`config.mk`:
```
export PLATFORM = sky130hd
export DESIGN_NAME = p0gm_port
export DESIGN_NICKNAME = d
export VERILOG_FILES = /design/src/hw/p0gm_pkg.sv /design/src/hw/p0gm_port.sv /design/src/hw/p0gm_sync.sv
export SDC_FILE = /design/constraint.sdc
export NUM_CORES = 1
export LEC_CHECK = 0
export BUFFER_PORTS_ARGS = -buffer_cell sky130_fd_sc_hd__buf_2
export CAP_MARGIN = 20
export CORE_MARGIN = 3
export CORE_UTILIZATION = 54
export CTS_CLUSTER_SIZE = 12
export DETAILED_ROUTE_END_ITERATION = 16
export GPL_TIMING_DRIVEN = 0
export PLACE_DENSITY = 0.94
export SYNTH_ARGS = -nofsm -noshare
export SYNTH_HDL_FRONTEND = slang
export SYNTH_HIERARCHICAL = 1
export SYNTH_SLANG_ARGS = --single-unit
```
`constraint.sdc`:
```
create_clock -name core_clk -period 2.5 [get_ports core_clk]
set_input_delay 0 -clock core_clk [delete_from_list [all_inputs] [get_ports core_clk]]
set_output_delay 0 -clock core_clk [all_outputs]
set_load 0.02 [all_outputs]
```
`src/hw/p0gm_pkg.sv`:
```
package p0gm_pkg;

  // ---------------------------------------------------------------
  // special function register addresses
  // ---------------------------------------------------------------
  localparam logic [7:0] ADDR_PORT_ZERO_DATA       = 8'h80;
  localparam logic [7:0] ADDR_PORT_ZERO_HIGH_DRIVE = 8'h93;
  localparam logic [7:0] ADDR_PORT_ZERO_DIRECTION  = 8'h94;
  localparam logic [7:0] ADDR_PORT_ZERO_ALT_SELECT = 8'h95;

  // ---------------------------------------------------------------
  // reset values
  // ---------------------------------------------------------------
  localparam logic [7:0] RST_PORT_ZERO_DATA       = 8'hff;
  localparam logic [7:0] RST_PORT_ZERO_HIGH_DRIVE = 8'h00;
  localparam logic [7:0] RST_PORT_ZERO_DIRECTION  = 8'hff;
  localparam logic [7:0] RST_PORT_ZERO_ALT_SELECT = 8'h00;
  localparam logic [7:0] RST_READ_DATA            = 8'h00;

  // ---------------------------------------------------------------
  // pin positions of the alternate functions
  // ---------------------------------------------------------------
  localparam int BIT_GENERAL_TIMER = 0;
  localparam int BIT_SERIAL_RX     = 1;
  localparam int BIT_SERIAL_TX     = 2;
  localparam int BIT_IRQ_A         = 3;
  localparam int BIT_IRQ_B         = 4;
  localparam int BIT_TIMER_A       = 5;
  localparam int BIT_TIMER_B       = 6;
  localparam int BIT_PWM           = 7;

  // pins whose alternate function always drives
  localparam logic [7:0] ALT_OUT_MASK = 8'h85;
  // serial receive pin keeps its direction bit
  localparam logic [7:0] ALT_DIR_MASK = 8'h02;
  // odd pins source strongly, even pins sink strongly
  localparam logic [7:0] ODD_PIN_MASK  = 8'haa;
  localparam logic [7:0] EVEN_PIN_MASK = 8'h55;

  // ---------------------------------------------------------------
  // second port routing and its spi master pin directions
  // ---------------------------------------------------------------
  localparam logic [1:0] SPI_ROUTE_PORT_ONE = 2'h1;
  // bit 0 clock, 1 data out, 2 data in, 3 select
  localparam logic [3:0] SPI_MASTER_OE      = 4'hb;
  localparam logic [3:0] SPI_DATA_IN_MASK   = 4'h4;

  // ---------------------------------------------------------------
  // timer count input sampling
  // ---------------------------------------------------------------
  localparam int         SAMPLE_PERIOD_CYCLES = 4;
  localparam int         PHASE_W              = 2;
  localparam logic [1:0] RST_PHASE            = 2'h0;

  typedef struct packed {
    logic [7:0]         data;
    logic [7:0]         high_drive;
    logic [7:0]         direction;
    logic [7:0]         alt_select;
    logic [7:0]         rdata;
    logic [PHASE_W-1:0] phase;
    logic [1:0]         count_in;
    logic               boot_done;
  } p0gm_state_t;

endpackage : p0gm_pkg

```
`src/hw/p0gm_port.sv`:
```
// What this block does
// - alternate select outranks direction bit
// - alternate function sets pin direction itself
// - serial receive pin still follows direction
// - fixed per-bit alternate function map
// - external irqs pass only when selected
// - timer count pins sampled every 4 clocks
// - plain gpio: direction 0 out, 1 in
// - all port zero pins inputs during reset
// - reset setup kept until software writes
// - second port spi master during reset
// - reset values ff, 00, ff, 00 (data, high drive, direction, alt select)
// - high drive: odd source, even sink
// - after reset, spi master only when routing equals 01
`timescale 1ns/100ps
module p0gm_port #(
  parameter int SAMPLE_CYCLES = p0gm_pkg::SAMPLE_PERIOD_CYCLES
) (
  input  wire logic                  core_clk,
  input  wire logic                  reset_n,
  input  wire logic [7:0]            sfr_addr,
  input  wire logic                  sfr_wr,
  input  wire logic                  sfr_rd,
  input  wire logic [7:0]            sfr_wdata,
  output logic      [7:0]            sfr_rdata,
  input  wire logic [7:0]            pin_in,
  output logic      [7:0]            pin_out,
  output logic      [7:0]            pin_oe,
  output logic      [7:0]            pin_strong_source,
  output logic      [7:0]            pin_strong_sink,
  input  wire logic                  general_timer_output,
  input  wire logic                  serial_rx_drive,
  input  wire logic                  serial_tx,
  input  wire logic                  pwm_out,
  output logic                       serial_rx_in,
  output logic                       ext_irq_a_n,
  output logic                       ext_irq_b_n,
  output logic                       timer_a_count_in,
  output logic                       timer_b_count_in,
  input  wire logic [1:0]            spi_route,
  input  wire logic [3:0]            port_one_gpio_oe,
  output logic      [3:0]            port_one_oe
);
  import p0gm_pkg::*;

  localparam logic [PHASE_W-1:0] PHASE_LAST = PHASE_W'(SAMPLE_CYCLES - 1);

  // ---------------------------------------------------------------
  // elaboration checks
  // ---------------------------------------------------------------
  if (SAMPLE_CYCLES < 1 || SAMPLE_CYCLES > (1 << PHASE_W)) begin : g_bad_sample
    $error("sample period does not fit the phase counter");
  end

  p0gm_state_t st;
  p0gm_state_t next_st;
  logic [7:0]  pin_sync;
  logic [7:0]  alt_drive;
  logic [7:0]  alt_oe;
  logic [7:0]  gpio_oe;
  logic        sample_tick;

  // ---------------------------------------------------------------
  // pin input synchroniser
  // ---------------------------------------------------------------
  p0gm_sync #(
    .WIDTH    (8)
  ) u_pin_sync (
    .core_clk (core_clk),
    .reset_n  (reset_n),
    .async_in (pin_in),
    .sync_out (pin_sync)
  );

  // ---------------------------------------------------------------
  // pin direction and drive
  // ---------------------------------------------------------------
  // alternate pins: fixed outputs, rx follows its direction bit
  assign alt_oe = st.alt_select & (ALT_OUT_MASK | (ALT_DIR_MASK & ~st.direction));
  // plain gpio: direction 0 drives the pin
  assign gpio_oe = ~st.alt_select & ~st.direction;
  // reset state has every oe low since alt 00 and direction ff
  assign pin_oe = alt_oe | gpio_oe;

  // peripheral sources per bit
  always_comb begin
    alt_drive                    = st.data;
    alt_drive[BIT_GENERAL_TIMER] = general_timer_output;
    alt_drive[BIT_SERIAL_RX]     = serial_rx_drive;
    alt_drive[BIT_SERIAL_TX]     = serial_tx;
    alt_drive[BIT_PWM]           = pwm_out;
  end

  // data register drives gpio outputs
  assign pin_out = (st.alt_select & alt_drive) | (~st.alt_select & st.data);

  // strength is a pad setting, harmless on inputs
  assign pin_strong_source = st.high_drive & ODD_PIN_MASK;
  assign pin_strong_sink   = st.high_drive & EVEN_PIN_MASK;

  // ---------------------------------------------------------------
  // inputs towards the peripherals
  // ---------------------------------------------------------------
  assign serial_rx_in = st.alt_select[BIT_SERIAL_RX] ? pin_sync[BIT_SERIAL_RX] : 1'b1;
  // idle high keeps a deselected irq line quiet
  assign ext_irq_a_n  = st.alt_select[BIT_IRQ_A] ? pin_sync[BIT_IRQ_A] : 1'b1;
  assign ext_irq_b_n  = st.alt_select[BIT_IRQ_B] ? pin_sync[BIT_IRQ_B] : 1'b1;
  // sampled values reach the timers only when selected
  assign timer_a_count_in = st.alt_select[BIT_TIMER_A] & st.count_in[0];
  assign timer_b_count_in = st.alt_select[BIT_TIMER_B] & st.count_in[1];
  assign sample_tick      = (st.phase == PHASE_LAST);

  // ---------------------------------------------------------------
  // second port pin directions
  // ---------------------------------------------------------------
  // data in is never driven, whatever the gpio logic asks
  always_comb begin
    if (!st.boot_done || spi_route == SPI_ROUTE_PORT_ONE) begin
      port_one_oe = SPI_MASTER_OE;
    end else begin
      port_one_oe = port_one_gpio_oe & ~SPI_DATA_IN_MASK;
    end
  end

  assign sfr_rdata = st.rdata;

  // ---------------------------------------------------------------
  // next state
  // ---------------------------------------------------------------
  always_comb begin
    next_st           = st;
    next_st.boot_done = 1'b1;
    // fixed-rate sampling; slow count edges are the price
    if (sample_tick) begin
      next_st.phase    = '0;
      next_st.count_in = {pin_sync[BIT_TIMER_B], pin_sync[BIT_TIMER_A]};
    end else begin
      next_st.phase = PHASE_W'(st.phase + 1'b1);
    end
    // writes are the only way off the reset setup
    if (sfr_wr) begin
      if (sfr_addr == ADDR_PORT_ZERO_DATA) begin
        next_st.data = sfr_wdata;
      end else if (sfr_addr == ADDR_PORT_ZERO_HIGH_DRIVE) begin
        next_st.high_drive = sfr_wdata;
      end else if (sfr_addr == ADDR_PORT_ZERO_DIRECTION) begin
        next_st.direction = sfr_wdata;
      end else if (sfr_addr == ADDR_PORT_ZERO_ALT_SELECT) begin
        next_st.alt_select = sfr_wdata;
      end
    end
    // data address reads pin levels, not the latch
    if (sfr_rd) begin
      if (sfr_addr == ADDR_PORT_ZERO_DATA) begin
        next_st.rdata = pin_sync;
      end else if (sfr_addr == ADDR_PORT_ZERO_HIGH_DRIVE) begin
        next_st.rdata = st.high_drive;
      end else if (sfr_addr == ADDR_PORT_ZERO_DIRECTION) begin
        next_st.rdata = st.direction;
      end else if (sfr_addr == ADDR_PORT_ZERO_ALT_SELECT) begin
        next_st.rdata = st.alt_select;
      end else begin
        next_st.rdata = RST_READ_DATA;
      end
    end
  end

  // ---------------------------------------------------------------
  // state register
  // ---------------------------------------------------------------
  always_ff @(posedge core_clk or negedge reset_n) begin
    if (!reset_n) begin
      st.data       <= RST_PORT_ZERO_DATA;
      st.high_drive <= RST_PORT_ZERO_HIGH_DRIVE;
      st.direction  <= RST_PORT_ZERO_DIRECTION;
      st.alt_select <= RST_PORT_ZERO_ALT_SELECT;
      st.rdata      <= RST_READ_DATA;
      st.phase      <= RST_PHASE;
      st.count_in   <= 2'h0;
      st.boot_done  <= 1'b0;
    end else begin
      st <= next_st;
    end
  end
endmodule : p0gm_port

```
`src/hw/p0gm_sync.sv`:
```
`timescale 1ns/100ps
module p0gm_sync #(
  parameter int WIDTH = 8
) (
  input  wire logic             core_clk,
  input  wire logic             reset_n,
  input  wire logic [WIDTH-1:0] async_in,
  output logic      [WIDTH-1:0] sync_out
);

  typedef struct packed {
    logic [WIDTH-1:0] stage_one;
    logic [WIDTH-1:0] stage_two;
  } p0gm_sync_t;

  p0gm_sync_t st;
  p0gm_sync_t next_st;

  // ---------------------------------------------------------------
  // two flops; the first one feeds only the second
  // ---------------------------------------------------------------
  always_comb begin
    next_st.stage_one = async_in;
    next_st.stage_two = st.stage_one;
  end

  always_ff @(posedge core_clk or negedge reset_n) begin
    if (!reset_n) begin
      st <= '0;
    end else begin
      st <= next_st;
    end
  end

  assign sync_out = st.stage_two;

endmodule : p0gm_sync

```
**Word-level counts from Yosys, hierarchy flattened**

Cells that the tools add are included.

- Register bits after elaboration: 61
- Bits in latches: 0
- Bits in writable memories: 0
- ROM bits: 0
- Input port bits: 38
- Output and inout port bits: 49
- Memories kept: 0

- Add/sub/neg operators: 1
- $mul: 0
- Divide/modulo/power cells: 0
- Order comparisons: 0
- Equal/unequal tests: 6
- Shifts and indexed selects: 0
- Mux-type cells: 9
- Bitwise gates (word level): 13
- Reductions and logical operators: 6

Operators by type and width:

| cell | number |
|---|---|
| 8-bit AND | 4 |
| 8-bit equality test, second input constant | 4 |
| 8-bit two-way mux | 4 |
| 8-bit NOT | 2 |
| 8-bit OR | 2 |
| 5-bit AND reduction | 1 |
| 4-bit two-way mux | 1 |
| 4-bit AND reduction | 1 |
| 1-bit two-way mux | 3 |
| 1-bit NOT | 3 |
| 3-bit AND reduction | 1 |
| 2-bit by 1-bit adder with 2-bit output, second input constant | 1 |
| 1-bit AND | 2 |
| 2-bit by 1-bit equality test with 1-bit output, second input constant | 1 |
| 2-bit equality test, second input constant | 1 |
| 2-bit two-way mux | 1 |
| 2-bit AND reduction | 1 |
| 1-bit logical NOT | 1 |
| 1-bit logical OR | 1 |

**Longest topological paths before layout**

Gate-level depths: netlist of run 1.

- Depth after elaboration: 5
- Gate-level depth with buffers: 4

**Cells and area by module**

The synthesis of run 1 kept the hierarchy.

Modules (own cells, without submodules):

| module | times used | cells an instance | area each (um^2) |
|---|---|---|---|
| p0gm_port | 1 | 183 | 2,312.2 |
| p0gm_sync | 1 | 16 | 400.4 |

**Least setup slack after synthesis of run 1**

Ideal clock, no wire load.

- Path kind: input to register
- Start point: in sfr_addr[1]
- End point: reg st (netlist bit alt_drive[3])
- Arrival: 1.272 ns
- Required time: 2.418 ns
- Path slack: 1.146 ns
- Stages on the path: 3
- Path buffers: 0
- Cell sequence: or4_4 -> nor3b_4 -> mux2_2

- Word-level cells in the longest chain between the ends: 2

Ends and longest elaborated chain:

| what | line | source |
|---|---|---|
| start, declared | p0gm_port.sv:21 | `input wire logic [7:0] sfr_addr,` |
| 8-bit equality test | p0gm_port.sv:142 | `if (sfr_addr == ADDR_PORT_ZERO_DATA) begin` |
| 2-bit AND reduction (no source line) | -- |  |
| end signal, assigned | p0gm_port.sv:182 | `st <= next_st;` |
| end, declared | p0gm_port.sv:55 | `p0gm_state_t st;` |

No other way between the ends.
A chain may end at the register's enable or synchronous reset.

**Worst setup path after layout of run 1**

- Start point: in sfr_addr[1]
- End point: reg st (netlist bit alt_drive[6])

The elaborated chain is that of the path after synthesis.

==> qor.txt, run 1 <==
GRT busiest layer - met2
Die X - 76.9 microns
register bit total from synthesis - 61
dpl cell area - 3230 sq um
Final Worst Setup Slack - 1.13 ns
CP max-delay cell - or4_4
pre-CTS WS - 0.784 ns
run status - finished, final reports clean
Leakage - 1.82 nW
antenna cells - 0
post-CTS setup buffers - 0
count leader, synth - dfrtp_1
Clk pin slew, worst setup/hold paths - 0.07 ns
crit-path max cell delay - 0.56 ns
Max Clock Skew - 0.00567 ns
clk buf depth - 2
Site Rows - 25
Worst-Margin Slew - 0.868 ns
sequential share of power - 47.5%
CTS tree - built
met2 usage - 38.1%
CTS Root Buffer Type - clkbuf_8
vias per inst - 4.97
Netlist cell types - 29
final period demand of the worst path - 1.37 ns
DRC - 0
switching pwr - 528 uW
Synth area leaders - dfrtp_1 42%, mux2_2 16%, dfstp_2 15%
input/output buffers - 75
Peak Freq - 0.730 GHz
nets - 350
register area share after synthesis - 57.0%
final wirelength - 5970 microns
leading area contributor after synthesis - dfrtp_1
Layout area overhead - 33.2%
Avg Synthesized Cell Area - 13.6 sq um
Comb power frac - 11.1%
Slew Limit Fails - 0
worst min path class - input pin to flip-flop
Main synth FF type - dfrtp_1
placed cells - 350
critical path data required time - 2.76 ns
fin cells - 383
Critical Path Fanout Max - 8
slew margin rel. - 42.1%
largest net degree at the start of global routing - 39
worst setup path class - input pin to flip-flop
drt pass-1 iters - 4
Fillers - 315
final hold slack - 0.101 ns
Internal - 1.71 mW
M1 GR Usage - 26.4%
CTS sink count - 61
post-synthesis cell area - 2710 sq um
number of global-route vias before repair - 2003
most common library cells after synthesis - 45 x dfrtp_1, 38 x mux2_2, 25 x buf_4
top-area cell type share of the netlist area - 41.5%
GRT Util Overall - 22.3%
Net Sw Frac - 23.6%
first-pass GRT wire length - 9920 microns
VDD IR max - 0.438 mV
reg-to-reg setup timing slack - 1.37 ns
IO Pins - 87
Final Hold Vio Count - 0
cell chain of the critical path - buf_2 -> or4_4 -> nor3b_4 -> mux2_2
final instance area - 3610 sq um
critical path arrival - 1.63 ns
Initial Util - 56.7%
clock power share - 41.4%
Post-synth EDFFs - 0
H-tree levels - 3
met3 GRT Util - 5.75%
Die Footprint - 5910 sq um
Setup Viol. Count Final - 0
initial antenna violation count - 0
DR vias - 1903
GP Congestion - 0.703
routed len/inst - 15.6 microns
Core Footprint - 4790 sq um
post_cts resized - 0
Synth Instances - 199
pwr dens - 620 nW/um^2
Max-Cap Viols - 0
YS warnings - 6
setup TNS - 0 ns
clk_lat worst skew - 0.34 ns
ratio of final minimum period to clock period - 54.8%
Async S/R FF share, synth - 100%
RSZ-0062 raised after global routing - false
Starting DRT DRC Count - 99
share of post-route cells with drive strength above 1 - 57.0%
dpl hpwl - 4140 microns
crit start category - input pin
gr ovfl total - 0
CTS Buf Count - 9
Die H - 76.9 microns
critical path endpoint category - flip-flop
Post-DRT Antenna Nets - 0
==> through the flow <==
| stage | utilization (%) | total power [mW] |
|---|---|---|
| after floorplan | - | 1.20 |
| after global placement | 66.9 | 1.29 |
| after detailed placement | 67.5 | 1.31 |
| after CTS | 75.5 | 2.26 |
| after global routing | 75.5 | 2.35 |
| final | 75.5 | 2.24 |
==> final timing paths <==
kind,start,end,cells after the start
max in group asynchronous,reset_n,st[44]$_DFFE_PN1P_,3
min reg2reg,u_pin_sync/next_st[0]$_DFF_PN0_,u_pin_sync/sync_out[0]$_DFF_PN0_,0
min in group asynchronous,reset_n,u_pin_sync/next_st[4]$_DFF_PN0_,2
max reg2reg,st[15]$_DFFE_PN0P_,sfr_rdata[2]$_DFFE_PN0P_,3
min,sfr_rd,sfr_rdata[6]$_DFFE_PN0P_,3
max,sfr_addr[1],alt_drive[6]$_DFFE_PN1P_,4
==> state kept, by name, indices dropped and copies added, names as in the netlist <==
| name | flops |
|---|---|
| u_pin_sync/next_st | 8 |
| pin_strong_sink | 4 |
| u_pin_sync/sync_out | 8 |
| st | 25 |
| alt_drive | 4 |
| sfr_rdata | 8 |
| pin_strong_source | 4 |
==> per-layer routing <==
layer,wire length [microns],vias to the layer above,part of all wire [%]
met5,0,-,0
met4,88,0,1.5
met3,352,9,5.9
met2,3070,70,51
met1,2460,930,41
li1,-,894,-
==> power by group through the flow <==
stage               Clock [mW]  Combinational, mW  Sequential (mW)
CTS                      0.952              0.250             1.06
global route              1.01              0.269             1.07
detailed placement           0              0.228             1.08
floorplan                    0              0.132             1.07
finish                   0.928              0.248             1.06
global placement             0              0.216             1.08
==> critical path: cells and delay by family <==
kind                   cells  cell delay, ns
buffers and inverters      1            0.12
multiplexers               1            0.41
AND/OR/NAND/NOR            2            1.10
==> what timing repair did <==
action | 4_1_cts | 5_1_grt
endpoints found under the setup margin | 0 | 0
hold endpoints to repair | 70 | 0
hold buffers | 17 | 0
==> layout make-up <==
| class | instances | area (sq um) | share of cell area [%] |
|---|---|---|---|
| plain buffers | 33 | 220 | 6.09 |
| flip-flops and latches | 61 | 1550 | 42.8 |
| inverters | 3 | 11.3 | 0.312 |
| well taps | 67 | 83.8 | 2.32 |
| clock buffers | 9 | 124 | 3.43 |
| multi-input cells | 110 | 965 | 26.7 |
| repair buffers | 93 | 573 | 15.9 |
| clock inverters | 7 | 90.1 | 2.49 |
==> kinds of logic after synthesis <==
kind of cell             count (synthesis)  synth area share [%]
adder cells (fa/ha/maj)                  1                 0.461
flip-flops                              61                  57.0
other                                    2                 0.277
AO/OA/AOI/OAI                           17                  5.72
AND/OR/NAND/NOR                         36                  9.27
multiplexers                            46                  18.7
buffers and inverters                   36                  8.53
==> cell usage in the layout (no fill, tap or decap), types with 2 or more instances in the layout <==
cell,n
bufinv_16,2
o2bb2ai_1,8
clkinv_2,3
nor2b_1,8
a221o_1,8
nand2b_1,6
mux2i_1,8
clkbuf_1,6
mux2_2,38
dlygate4sd3_1,17
buf_4,25
and2_1,2
dfrtp_1,45
clkinvlp_4,2
nor2_1,6
conb_1,10
inv_1,3
buf_2,77
dfstp_2,16
clkbuf_8,9
or2_2,3
(Power assumes the default switching activity.)
==> inputs of run 2 (changes only) <==
--- a/config.mk
+++ b/config.mk
@@ -8,11 +8,11 @@
 export BUFFER_PORTS_ARGS = -buffer_cell sky130_fd_sc_hd__buf_2
 export CAP_MARGIN = 20
 export CORE_MARGIN = 3
-export CORE_UTILIZATION = 54
+export CORE_UTILIZATION = 45
 export CTS_CLUSTER_SIZE = 12
 export DETAILED_ROUTE_END_ITERATION = 16
 export GPL_TIMING_DRIVEN = 0
-export PLACE_DENSITY = 0.94
+export PLACE_DENSITY = 0.85
 export SYNTH_ARGS = -nofsm -noshare
 export SYNTH_HDL_FRONTEND = slang
 export SYNTH_HIERARCHICAL = 1
==> constraint.sdc (replaced) <==
create_clock -name core_clk -period 1.1 [get_ports core_clk]
set_input_delay 0 -clock core_clk [delete_from_list [all_inputs] [get_ports core_clk]]
set_output_delay 0 -clock core_clk [all_outputs]
set_load 0.02 [all_outputs]
==> run 2 against run 1 <==
The run now ends with setup timing left. Critical path depth fell by 2. Final area is 9.6% higher. First-iteration DRC count down 16%. Die area grew 18%. Non-clock buffer count grew 10. Register-to-register slack worse by 1.5 ns. Cell count is 3.9% higher. Worst hold slack got worse by 0.011 ns. Clock power rose by 120%. Flip-flop and latch count unchanged. Power rose by 130%. Clock-buffer cell count rose by 1. Critical path type is now flip-flop to primary output. Critical endpoint is now pin_out[7].
==> qor.txt, run 2 (synthesis results as in run 1) <==
GP Congestion - 0.737
Die Footprint - 7000 sq um
GRT Util Overall - 18.8%
DR vias - 1942
Slew Limit Fails - 0
Fillers - 422
final wirelength - 6340 microns
Initial Util - 47.8%
initial antenna violation count - 0
H-tree levels - 3
CP max-delay cell - dfrtp_1
CTS sink count - 61
critical path data required time - 1.10 ns
worst min path class - input pin to flip-flop
clk_lat worst skew - 0.34 ns
final period demand of the worst path - 1.19 ns
dpl hpwl - 3990 microns
critical path endpoint category - primary output
Net Sw Frac - 25.2%
routed len/inst - 15.9 microns
post-layout util - 69.8%
input/output buffers - 75
Biggest register - st
Site Rows - 27
Starting DRT DRC Count - 83
switching pwr - 1.29 mW
Setup Viol. Count Final - 17
commonest non-fill, non-tap cell in the layout - buf_2
placed cells - 355
Core Footprint - 5680 sq um
antenna cells - 0
Buf+Inv Stages, Crit Path - 1
vias per inst - 4.88
Critical Path Fanout Max - 4
final instance area - 3960 sq um
Leakage - 1.95 nW
Die H - 83.6 microns
ratio of final minimum period to clock period - 108%
gr ovfl total - 0
crit start category - flip-flop
Final Worst Setup Slack - -0.0924 ns
crit-path max cell delay - 0.41 ns
IO Pins - 87
CTS Buf Count - 9
CTS tree - built
Max-Cap Viols - 0
Final Hold Vio Count - 0
run status - complete, but fails checks
Die X - 83.6 microns
critical path arrival - 1.19 ns
first-pass GRT wire length - 10300 microns
Comb power frac - 13.3%
clock power share - 39.6%
Clk pin slew, worst setup/hold paths - 0.08 ns
fin cells - 398
Layout area overhead - 46.0%
pwr dens - 1300 nW/um^2
commonest non-fill, non-tap cells in the layout - 53 x buf_2, 45 x dfrtp_1, 39 x buf_4
violated checks - setup timing
total power draw - 5.14 mW
largest net degree at the start of global routing - 42
share of post-route cells with drive strength above 1 - 62.6%
Max Clock Skew - 0.0144 ns
VDD IR max - 0.921 mV
drt pass-1 iters - 4
clk buf depth - 2
CTS Root Buffer Type - clkbuf_8
RSZ-0062 raised after global routing - true
Peak Freq - 0.839 GHz
worst setup path class - flip-flop to primary output
dpl cell area - 3230 sq um
CP delay by family, top - flip-flops
Internal - 3.84 mW
Post-DRT Antenna Nets - 0
max FFs per register - 25
cell chain of the critical path - mux2_4 -> buf_6
DRC - 0
nets - 360
number of global-route vias before repair - 2083
sequential share of power - 47.1%
[run 2: changes by cell type in the layout (fill, tap and decap cells not counted), sizes merged]
cell      previous run  this run
bufinv               2         1
clkinv               3         0
buf                103       114
clkinvlp             2         3
inv                  3         5
[run 2: repair_timing]
action                                  CTS  global route
endpoints found under the setup margin   36            45
hold buffers                             17             0
endpoints found under the hold margin    60             0
pin swaps                                 9             7
gates resized for setup                  43            33
buffers inserted                          9             1
[run 2: worst register-to-register path: cells and delay by family, from the launching register on]
family / cells / cell delay, ns
compound gates: 2 / 0.40
flops: 1 / 0.41
mux: 1 / 0.12
buf+inv: 1 / 0.14
[run 2: worst paths after layout]
| check | endpoint | slack, ns | cells past startpoint | start |
|---|---|---|---|---|
| setup reg to reg | sfr_rdata[1]$_DFFE_PN0P_ | -0.08 | 4 | st[14]$_DFFE_PN0P_ |
| max in group asynchronous | st[26]$_DFFE_PN1P_ | 0.30 | 3 | reset_n |
| min in group asynchronous | sfr_rdata[7]$_DFFE_PN0P_ | 0.15 | 2 | reset_n |
| setup / recovery | pin_out[7] | -0.09 | 2 | st[20]$_DFFE_PN0P_ |
| hold reg to reg | u_pin_sync/sync_out[0]$_DFF_PN0_ | 0.35 | 0 | u_pin_sync/next_st[0]$_DFF_PN0_ |
| hold / removal | sfr_rdata[7]$_DFFE_PN0P_ | 0.09 | 3 | sfr_rd |
[run 2: metal layers]
metal	wire [microns]	GRT usage (%)	up-vias
met5	0	0	-
met4	81	7.89	0
met3	382	3.65	8
met2	3290	31.7	69
met1	2590	23.7	950
li1	-	-	915
[run 2: stage by stage]
stage / hold slack [ns] / setup WS (ns) / setup TNS (ns)
final: 0.0902 / -0.0924 / -0.743
after global routing: 0.0946 / -0.140 / -1.56
after CTS: 0.0727 / -0.115 / -0.762
after detailed placement: -0.0128 / -0.583 / -17.38
after global placement: 0.108 / -0.562 / -18.13
after floorplan: -0.296 / -0.235 / -2.36
[run 2: final cells by class]
type / count / area (sq um) / area share [%]
sequential: 61 / 1550 / 39.1
multi-input combinational: 110 / 1090 / 27.5
timing repair buffer: 103 / 786 / 19.8
buffer: 33 / 230 / 5.81
clock buffer: 10 / 138 / 3.48
tap: 72 / 90.1 / 2.27
clock inverter: 6 / 70.1 / 1.77
inverter: 3 / 11.3 / 0.284
[run 2: power groups by stage]
stage          clock, mW  combinational [mW]  sequential, mW
2_1_floorplan          0               0.301            2.43
3_3_place_gp           0               0.494            2.45
3_5_place_dp           0               0.514            2.45
4_1_cts             2.09               0.636            2.41
5_1_grt             2.18               0.736            2.43
6_report            2.03               0.683            2.42
